--- config.mk ---
export PLATFORM = sky130hd
export DESIGN_NAME = vip_top
export DESIGN_NICKNAME = d
export VERILOG_FILES = /design/src/core/vip_natural_pick.v /design/src/core/vip_flag_bit.v /design/src/core/vip_top.v
export VERILOG_INCLUDE_DIRS = /design/src /design/src/shared
export SDC_FILE = /design/constraint.sdc
export NUM_CORES = 1
export LEC_CHECK = 0
export ABC_AREA = 1
export BUFFER_PORTS_ARGS = -buffer_cell sky130_fd_sc_hd__buf_4
export CAP_MARGIN = 5
export CELL_PAD_IN_SITES_DETAIL_PLACEMENT = 1
export CELL_PAD_IN_SITES_GLOBAL_PLACEMENT = 1
export CORE_MARGIN = 3
export CORE_UTILIZATION = 34
export CTS_CLUSTER_SIZE = 20
export DETAILED_ROUTE_END_ITERATION = 12
export HOLD_SLACK_MARGIN = 0.06
export PLACE_DENSITY = 0.78
export SLEW_MARGIN = 25
export SYNTH_ARGS = -nofsm -noshare
export SYNTH_HDL_FRONTEND = slang
export SYNTH_SLANG_ARGS = --single-unit
--- constraint.sdc ---
create_clock -name aclk -period 1.83 [get_ports aclk]
set_input_delay 0.549 -clock aclk [delete_from_list [all_inputs] [get_ports aclk]]
set_output_delay 0.549 -clock aclk [all_outputs]
set_load 0.005 [all_outputs]
--- src/shared/vip_map.vh ---
// Register map, field positions and reset values of the interrupt resolver.
// Included by the picker and top-level design files; holds definitions only.
`ifndef VIP_MAP_VH
`define VIP_MAP_VH

// ---------------------------------------------------------------
// Register byte offsets
// ---------------------------------------------------------------
`define VIP_OFF_ENABLE 8'h00
`define VIP_OFF_FLAG 8'h04
`define VIP_OFF_LEVEL 8'h08
`define VIP_OFF_CTRL0 8'h0C
`define VIP_OFF_CTRL1 8'h10
`define VIP_OFF_WORKING_REGISTER 8'h14
`define VIP_OFF_RETURN 8'h18
`define VIP_OFF_ISTAT 8'h1C
`define VIP_OFF_IMASK 8'h20
`define VIP_OFF_SUMSRC 8'h24

// ---------------------------------------------------------------
// Field positions
// ---------------------------------------------------------------
`define VIP_CTRL0_GIEL 0
`define VIP_CTRL0_GIEH 1
`define VIP_CTRL1_STAT_LO 0
`define VIP_ISTAT_TAKE 0
`define VIP_ISTAT_RET 1
`define VIP_RET_KICK 0

// ---------------------------------------------------------------
// Reset values and codes
// ---------------------------------------------------------------
`define VIP_ENABLE_RST 8'h00
`define VIP_LEVEL_RST 8'hFF
`define VIP_AUTOCLR_MASK 8'h01
`define VIP_SUMMARY_MASK 8'h80
`define VIP_NSRC 8
`define VIP_STAT_MAIN 2'h0
`define VIP_STAT_LOW 2'h1
`define VIP_STAT_HIGH 2'h2
`define VIP_STAT_HIGH_FROM_LOW 2'h3
`define VIP_RESP_OKAY 2'h0
`define VIP_RESP_SLVERR 2'h2

`endif

--- src/core/vip_natural_pick.v ---
// Fixed-order picker: lowest set bit of a request vector wins.
// Pure combinational; the caller registers the result.
`timescale 1ns/1ps
`include "vip_map.vh"

module vip_natural_pick (
   // Requests, bit n is vector n
   input wire [7:0] req,
   // Result
   output reg found,
   output reg [2:0] vec
);
   integer i;

   always @* begin
      found = 1'b0;
      vec = 3'h0;
      // Descending loop so the smallest index is written last
      for (i = `VIP_NSRC - 1; i >= 0; i = i - 1) begin
         if (req[i]) begin
            found = 1'b1;
            vec = i[2:0];
         end
      end
   end
endmodule

--- src/core/vip_flag_bit.v ---
// One pending flag: hardware set beats every clear in the same cycle.
// Same-clock inputs only.
`timescale 1ns/1ps

module vip_flag_bit (
   // Clock and reset
   input wire aclk,
   input wire aresetn,
   // Controls
   input wire set,
   input wire clr,
   // State
   output reg flag
);
   always @(posedge aclk) begin
      if (!aresetn) begin
         flag <= 1'b0;
      end else if (set) begin
         flag <= 1'b1;
      end else if (clr) begin
         flag <= 1'b0;
      end
   end
endmodule

--- src/core/vip_top.v ---
// Vectored interrupt resolver with AXI4-Lite register access.
// Assumes event sources pulse on aclk, summary sources hold a level, and the core pulses a return strobe.
//
// Our own choices: the AXI4-Lite interface to the registers and the register offsets.
`timescale 1ns/1ps
`include "vip_map.vh"

module vip_top (
   // Clock and reset
   input wire aclk,
   input wire aresetn,
   // AXI4-Lite write address
   input wire [7:0] s_axi_awaddr,
   input wire s_axi_awvalid,
   output reg s_axi_awready,
   // AXI4-Lite write data
   input wire [31:0] s_axi_wdata,
   input wire [3:0] s_axi_wstrb,
   input wire s_axi_wvalid,
   output reg s_axi_wready,
   // AXI4-Lite write response
   output reg [1:0] s_axi_bresp,
   output reg s_axi_bvalid,
   input wire s_axi_bready,
   // AXI4-Lite read address
   input wire [7:0] s_axi_araddr,
   input wire s_axi_arvalid,
   output reg s_axi_arready,
   // AXI4-Lite read data
   output reg [31:0] s_axi_rdata,
   output reg [1:0] s_axi_rresp,
   output reg s_axi_rvalid,
   input wire s_axi_rready,
   // Source events, bit n is vector n for bits 0 to 6; bit 7 is ignored
   input wire [7:0] src_event,
   // Summary source levels (bit 7 used)
   input wire [7:0] src_summary,
   // Core handshake
   input wire isr_return,
   output reg vector_take,
   output reg [6:0] vector_num,
   output reg vector_high,
   output reg [7:0] working_register,
   // Interrupt to software
   output reg irq
);

   // ---------------------------------------------------------------
   // Registers
   // ---------------------------------------------------------------
   reg [7:0] system_source_irq_enable;
   reg [7:0] level_select_regs;
   reg [1:0] global_irq_enables;
   reg [1:0] exec_state;
   reg [1:0] istat;
   reg [1:0] imask;
   reg [7:0] sum_latched;
   wire [7:0] interrupt_flag_regs;

   // Write channel capture
   reg aw_held;
   reg w_held;
   reg [7:0] aw_addr;
   reg [31:0] w_data;
   reg [3:0] w_strb;
   wire wr_fire = aw_held && w_held && !s_axi_bvalid;
   wire wr_lane0 = wr_fire && w_strb[0];

   // ---------------------------------------------------------------
   // Flags
   // ---------------------------------------------------------------
   reg [7:0] flag_clr;
   reg [7:0] take_clr;
   wire [7:0] flag_set = src_event & ~`VIP_SUMMARY_MASK;

   genvar g;
   generate
      for (g = 0; g < 7; g = g + 1) begin : gen_flag
         vip_flag_bit u_flag (
            .aclk(aclk),
            .aresetn(aresetn),
            .set(flag_set[g]),
            .clr(flag_clr[g] | take_clr[g]),
            .flag(interrupt_flag_regs[g])
         );
      end
   endgenerate
   // Read-only summary, clears only once the source side drops
   assign interrupt_flag_regs[7] = sum_latched[7];

   always @(posedge aclk) begin
      if (!aresetn) begin
         sum_latched <= 8'h00;
      end else begin
         sum_latched <= src_summary & `VIP_SUMMARY_MASK;
      end
   end

   always @* begin
      flag_clr = 8'h00;
      if (wr_lane0 && aw_addr == `VIP_OFF_FLAG) begin
         flag_clr = ~w_data[7:0] & ~`VIP_SUMMARY_MASK;
      end
   end

   // ---------------------------------------------------------------
   // Resolution
   // ---------------------------------------------------------------
   wire [7:0] armed = interrupt_flag_regs & system_source_irq_enable;
   wire [7:0] req_hi = armed & level_select_regs &
                       {8{global_irq_enables[`VIP_CTRL0_GIEH]}};
   wire [7:0] req_lo = armed & ~level_select_regs &
                       {8{global_irq_enables[`VIP_CTRL0_GIEL]}};
   wire hi_found;
   wire lo_found;
   wire [2:0] hi_vec;
   wire [2:0] lo_vec;

   vip_natural_pick u_pick_hi (
      .req(req_hi),
      .found(hi_found),
      .vec(hi_vec)
   );
   vip_natural_pick u_pick_lo (
      .req(req_lo),
      .found(lo_found),
      .vec(lo_vec)
   );

   // High level checked first, whatever its vector
   wire take_hi = hi_found && (exec_state == `VIP_STAT_MAIN ||
                  exec_state == `VIP_STAT_LOW);
   wire take_lo = !take_hi && lo_found && exec_state == `VIP_STAT_MAIN;
   wire [2:0] win_vec = take_hi ? hi_vec : lo_vec;
   wire [7:0] win_onehot = 8'h01 << win_vec;
   wire enable_write = wr_lane0 && aw_addr == `VIP_OFF_CTRL0;
   wire ret_write = wr_lane0 && aw_addr == `VIP_OFF_RETURN &&
                    w_data[`VIP_RET_KICK];

   always @* begin
      take_clr = 8'h00;
      if ((take_hi || take_lo) && !enable_write) begin
         take_clr = win_onehot & `VIP_AUTOCLR_MASK;
      end
   end

   // ---------------------------------------------------------------
   // Execution state
   // ---------------------------------------------------------------
   reg [1:0] next_exec_state;
   wire do_return = isr_return || ret_write;

   always @* begin
      next_exec_state = exec_state;
      if (enable_write) begin
         next_exec_state = `VIP_STAT_MAIN;
      end else if (take_hi) begin
         next_exec_state = (exec_state == `VIP_STAT_LOW) ?
                           `VIP_STAT_HIGH_FROM_LOW : `VIP_STAT_HIGH;
      end else if (take_lo) begin
         next_exec_state = `VIP_STAT_LOW;
      end else if (do_return) begin
         case (exec_state)
            `VIP_STAT_HIGH_FROM_LOW: next_exec_state = `VIP_STAT_LOW;
            `VIP_STAT_HIGH: next_exec_state = `VIP_STAT_MAIN;
            `VIP_STAT_LOW: next_exec_state = `VIP_STAT_MAIN;
            default: next_exec_state = `VIP_STAT_MAIN;
         endcase
      end
   end

   always @(posedge aclk) begin
      if (!aresetn) begin
         exec_state <= `VIP_STAT_MAIN;
         vector_take <= 1'b0;
         vector_num <= 7'h00;
         vector_high <= 1'b0;
         working_register <= 8'h00;
      end else begin
         exec_state <= next_exec_state;
         // Take held off in a cycle where software writes CTRL0; the flag stays pending
         vector_take <= (take_hi || take_lo) && !enable_write;
         if ((take_hi || take_lo) && !enable_write) begin
            vector_num <= {4'h0, win_vec};
            vector_high <= take_hi;
            working_register <= {5'h00, win_vec};
         end
      end
   end

   // ---------------------------------------------------------------
   // Software registers and status
   // ---------------------------------------------------------------
   wire [1:0] ev = {do_return && exec_state != `VIP_STAT_MAIN,
                    (take_hi || take_lo) && !enable_write};

   always @(posedge aclk) begin
      if (!aresetn) begin
         system_source_irq_enable <= `VIP_ENABLE_RST;
         level_select_regs <= `VIP_LEVEL_RST;
         global_irq_enables <= 2'h0;
         istat <= 2'h0;
         imask <= 2'h0;
      end else begin
         // Set beats write-one-clear
         istat <= ev | (istat & ~((wr_lane0 && aw_addr == `VIP_OFF_ISTAT) ?
                  w_data[1:0] : 2'h0));
         if (wr_lane0) begin
            case (aw_addr)
               `VIP_OFF_ENABLE: system_source_irq_enable <= w_data[7:0];
               `VIP_OFF_LEVEL: level_select_regs <= w_data[7:0];
               // Only software writes these, never the take path
               `VIP_OFF_CTRL0: global_irq_enables <= w_data[1:0];
               `VIP_OFF_IMASK: imask <= w_data[1:0];
               default: imask <= imask;
            endcase
         end
      end
   end

   always @(posedge aclk) begin
      if (!aresetn) begin
         irq <= 1'b0;
      end else begin
         irq <= |(istat & imask);
      end
   end

   // ---------------------------------------------------------------
   // AXI4-Lite write path
   // ---------------------------------------------------------------
   always @(posedge aclk) begin
      if (!aresetn) begin
         aw_held <= 1'b0;
         w_held <= 1'b0;
         aw_addr <= 8'h00;
         w_data <= 32'h0;
         w_strb <= 4'h0;
         s_axi_awready <= 1'b0;
         s_axi_wready <= 1'b0;
         s_axi_bvalid <= 1'b0;
         s_axi_bresp <= `VIP_RESP_OKAY;
      end else begin
         s_axi_awready <= !aw_held && !s_axi_awready;
         s_axi_wready <= !w_held && !s_axi_wready;
         if (s_axi_awvalid && s_axi_awready) begin
            aw_held <= 1'b1;
            aw_addr <= s_axi_awaddr;
            s_axi_awready <= 1'b0;
         end
         if (s_axi_wvalid && s_axi_wready) begin
            w_held <= 1'b1;
            w_data <= s_axi_wdata;
            w_strb <= s_axi_wstrb;
            s_axi_wready <= 1'b0;
         end
         if (wr_fire) begin
            aw_held <= 1'b0;
            w_held <= 1'b0;
            s_axi_bvalid <= 1'b1;
            s_axi_bresp <= (aw_addr[1:0] != 2'h0 || aw_addr > `VIP_OFF_SUMSRC ||
                           aw_addr == `VIP_OFF_WORKING_REGISTER || aw_addr == `VIP_OFF_CTRL1) ?
                           `VIP_RESP_SLVERR : `VIP_RESP_OKAY;
         end else if (s_axi_bvalid && s_axi_bready) begin
            s_axi_bvalid <= 1'b0;
         end
      end
   end

   // ---------------------------------------------------------------
   // AXI4-Lite read path
   // ---------------------------------------------------------------
   reg [31:0] rd_mux;
   reg rd_err;

   always @* begin
      rd_mux = 32'h0;
      rd_err = 1'b0;
      case (s_axi_araddr)
         `VIP_OFF_ENABLE: rd_mux = {24'h0, system_source_irq_enable};
         `VIP_OFF_FLAG: rd_mux = {24'h0, interrupt_flag_regs};
         `VIP_OFF_LEVEL: rd_mux = {24'h0, level_select_regs};
         `VIP_OFF_CTRL0: rd_mux = {30'h0, global_irq_enables};
         `VIP_OFF_CTRL1: rd_mux = {30'h0, exec_state};
         `VIP_OFF_WORKING_REGISTER: rd_mux = {24'h0, working_register};
         `VIP_OFF_RETURN: rd_mux = 32'h0;
         `VIP_OFF_ISTAT: rd_mux = {30'h0, istat};
         `VIP_OFF_IMASK: rd_mux = {30'h0, imask};
         `VIP_OFF_SUMSRC: rd_mux = {24'h0, sum_latched};
         default: rd_err = 1'b1;
      endcase
   end

   always @(posedge aclk) begin
      if (!aresetn) begin
         s_axi_arready <= 1'b0;
         s_axi_rvalid <= 1'b0;
         s_axi_rdata <= 32'h0;
         s_axi_rresp <= `VIP_RESP_OKAY;
      end else begin
         s_axi_arready <= !s_axi_rvalid && !s_axi_arready;
         if (s_axi_arvalid && s_axi_arready) begin
            s_axi_arready <= 1'b0;
            s_axi_rvalid <= 1'b1;
            s_axi_rdata <= rd_mux;
            s_axi_rresp <= rd_err ? `VIP_RESP_SLVERR : `VIP_RESP_OKAY;
         end else if (s_axi_rvalid && s_axi_rready) begin
            s_axi_rvalid <= 1'b0;
         end
      end
   end
endmodule

==> flow_metrics.tcl <==
set metrics [dict create \
    p_seq_share_pct 48.5 \
    slowest_stage "dfxtp_2" \
    cap_violations 0 \
    syn2layout_area_growth_pct 23.0 \
    whs_ps 380 \
    first_pass_iters 4 \
    hold_path.startpoint "src_summary[7]" \
    diodes 0 \
    synthTopCellsByArea "dfxtp_1, nand2_1, buf_4" \
    multiInputGateArea_um2 1910 \
    yosys_warnings 0 \
    viasPerCell 4.81 \
    slowest_delay_ps 350 \
    synthXorXnorAreaFrac_pct 0 \
    synth-adder-area-share_pct 0 \
    postLayoutCoreUtil_pct 43.1 \
    swShare_pct 24.5 \
    cp-end-kind "flip-flop" \
    dp_hpwl_mm 8.43 \
    start_util_pct 35.0 \
    drc 0 \
    design_area_um2 4690 \
    fillCellCount 1403 \
    post_synth_num_cell_types 35 \
    p_comb_share_pct 9.3 \
    grt_first_pass_wirelength_mm 17.3 \
    setup_viol 0 \
    drive_above_1_share_pct 22.5 \
    dpl-instance-area_um2 4410 \
    synth_area_leader_cell "dfxtp_1" \
    grt_max_degree 28 \
    critPathMaxFanout 8 \
    cts_root_buffer "clkbuf_8" \
    cp.arrival_ps 2020 \
    syn-cell-area_um2 3820 \
    port_buffers 64 \
    avgSynthCellArea_um2 6.94 \
    vdd_drop_max_mv 0.333 \
    overflow 0 \
    die_h_um 112 \
    die_x_um 112 \
    outcome "finished, final reports clean" \
    area.sequential_um2 1440 \
    cts_hold_buf 0 \
    r2r-start "global_irq_enables[0]$_SDFFE_PN0P_" \
    p_leak_nw 2.24 \
    relSlewSlack_pct 64.3 \
    num-nets-final 704 \
    grt_pass1_vias 3691 \
    tightest_slew_ps 534 \
    antenna_left 0 \
    cts-buffers-inserted 9 \
    drt_wl_total_mm 10.8 \
    synth_top_area_share_pct 37.8 \
    clkSinkCount 72 \
    critPathRequiredTime_ps 2080 \
    clk_pin_slew_ps 80 \
    finalMaxSlewViolations 0 \
    intPower_mw 2.59 \
    crit_chain "inv_1, nor2_1, nand2_1, nand2_1, nor2_1, nand2_1, nand2_1, nand2_2, inv_2, nor2_4, buf_4, a21oi_1, nor2_1" \
    clock_path_buffers 2 \
    crit_start "global_irq_enables[0]$_SDFFE_PN0P_" \
    ys_ff_latch 72 \
    cts_tree "yes" \
    design.core.area_um2 10900 \
    synth_mux_area_share_pct 0 \
    finClkSkew_ps 8.79 \
    path_common_cell "nand2_1" \
    path_delay_family "simple AND/OR/NAND/NOR gates" \
    ys_seq_area_share_pct 37.8 \
    power.switching_mw 0.841 \
    clockPowerShare_pct 42.2 \
    drt-initial-drc-count 118 \
    num_rows 38 \
    fmax_ghz 0.566 \
    synth_top_family_by_area "simple AND/OR/NAND/NOR gates" \
    dieArea_um2 12500 \
    htreeDepth 3 \
    clock_latency_ps 350 \
    p_total_mw 3.43 \
    synth-simple-area-share_pct 27.1 \
    synth_compound_area_share_pct 18.3 \
    antenna_found_initial 0 \
    num_vias 3710 \
    hold_class "in2reg" \
    crit_path_start_kind "flip-flop" \
    worst-setup-path-type "reg2reg" \
    synth_cells 550 \
    finalHoldViolations 0 \
    wl_per_cell_um 14.0 \
    crit_buf_inv 3 \
    finalCritPeriodShare_pct 96.5 \
    ioPinCount 135 \
    power.density_nw_per_um2 731 \
    gp_congestion 0.853 \
    track_usage_pct 16.8 \
    fin_crit_ps 1770 \
]
==> Yosys cell counts (all sizes together) <==
master,instances
a31oi,2
o211ai,12
or2,1
dfxtp,72
nand3b,1
or3,1
a211oi,8
conb,1
o21a,2
and2,2
nand2,134
clkbuf,8
nor2,61
o31ai,1
o32ai,1
nand4,10
clkinv,1
nand3,18
buf,46
inv,65
nor3,10
a21oi,51
o21ai,42
==> cells in the final DEF (no fill, tap or decap), types with 6 or more instances in the layout <==
master,Yosys,layout
clkbuf_8,0,11
nand3_1,18,18
a211oi_1,8,8
dfxtp_1,72,70
nand2_2,9,12
conb_1,1,35
o211ai_2,8,8
inv_1,63,63
nand2_1,125,121
buf_4,41,84
a21oi_1,51,51
nand4_1,10,10
nor2_1,56,53
nor2_2,4,6
o21ai_0,39,38
==> through the flow <==
step / instances / TNS [ps] / worst slack [ps]
2_1_floorplan: 584 / 0 / 213
3_3_place_gp: 755 / -57.0 / -32.0
3_5_place_dp: 755 / -378 / -164
4_1_cts: 770 / 0 / 87.5
5_1_grt: 772 / -124 / -53.4
6_report: 772 / 0 / 64.8
==> timing repair <==
action / 4_1_cts / 5_1_grt
setup buffers: 0 / 2
gates resized for setup: 0 / 15
endpoints found under the setup margin: 0 / 11
==> registers in the layout (all words and copies together) (netlist names), 3 cells and up <==
name and cells:
gen_flag.u_flag.flag 7, aw_addr 8, system_source_irq_enable 8, working_register 3
level_select_regs 8, s_axi_rdata 8, w_data 8
==> final timing paths <==
path / end / slack, ps / cells past startpoint
setup / recovery: istat[0]$_SDFF_PN0_ / 60 / 13
hold / removal: sum_latched[7]$_SDFF_PN0_ / 380 / 3
setup reg to reg: istat[0]$_SDFF_PN0_ / 60 / 13
hold reg to reg: s_axi_awready$_SDFF_PP0_ / 450 / 1
==> power by group through the flow <==
stage | clock network (mW) | logic (mW) | registers [mW]
3_5_place_dp | 0 | 0.316 | 1.70
3_3_place_gp | 0 | 0.303 | 1.70
5_1_grt | 1.56 | 0.360 | 1.67
4_1_cts | 1.48 | 0.318 | 1.66
6_report | 1.45 | 0.320 | 1.66
2_1_floorplan | 0 | 0.228 | 1.69
==> worst min-delay path, stage by stage <==
cell,delay [ps]
buf_4,80
nand2_1,40
inv_1,40
==> final cells by class <==
class                      count  area share [%]
multi-input combinational    392            40.6
sequential                    72            30.8
timing repair buffer          87            14.7
tap                          140            3.73
clock inverter                 4            1.63
inverter                      66            5.28
clock buffer                  11            3.23
==> layer usage <==
layer	up-vias	wire length (um)	GRT usage, %
met5	-	0	0
met1	1745	4860	21.5
met3	13	527	4.08
li1	1864	-	-
met4	0	163	4.49
met2	88	5280	28.5
==> logic make-up after synthesis <==
group,after synthesis
buf+inv,120
other cells,1
flops,72
simple gates,238
compound gates,119
(Power assumes the default switching activity.)
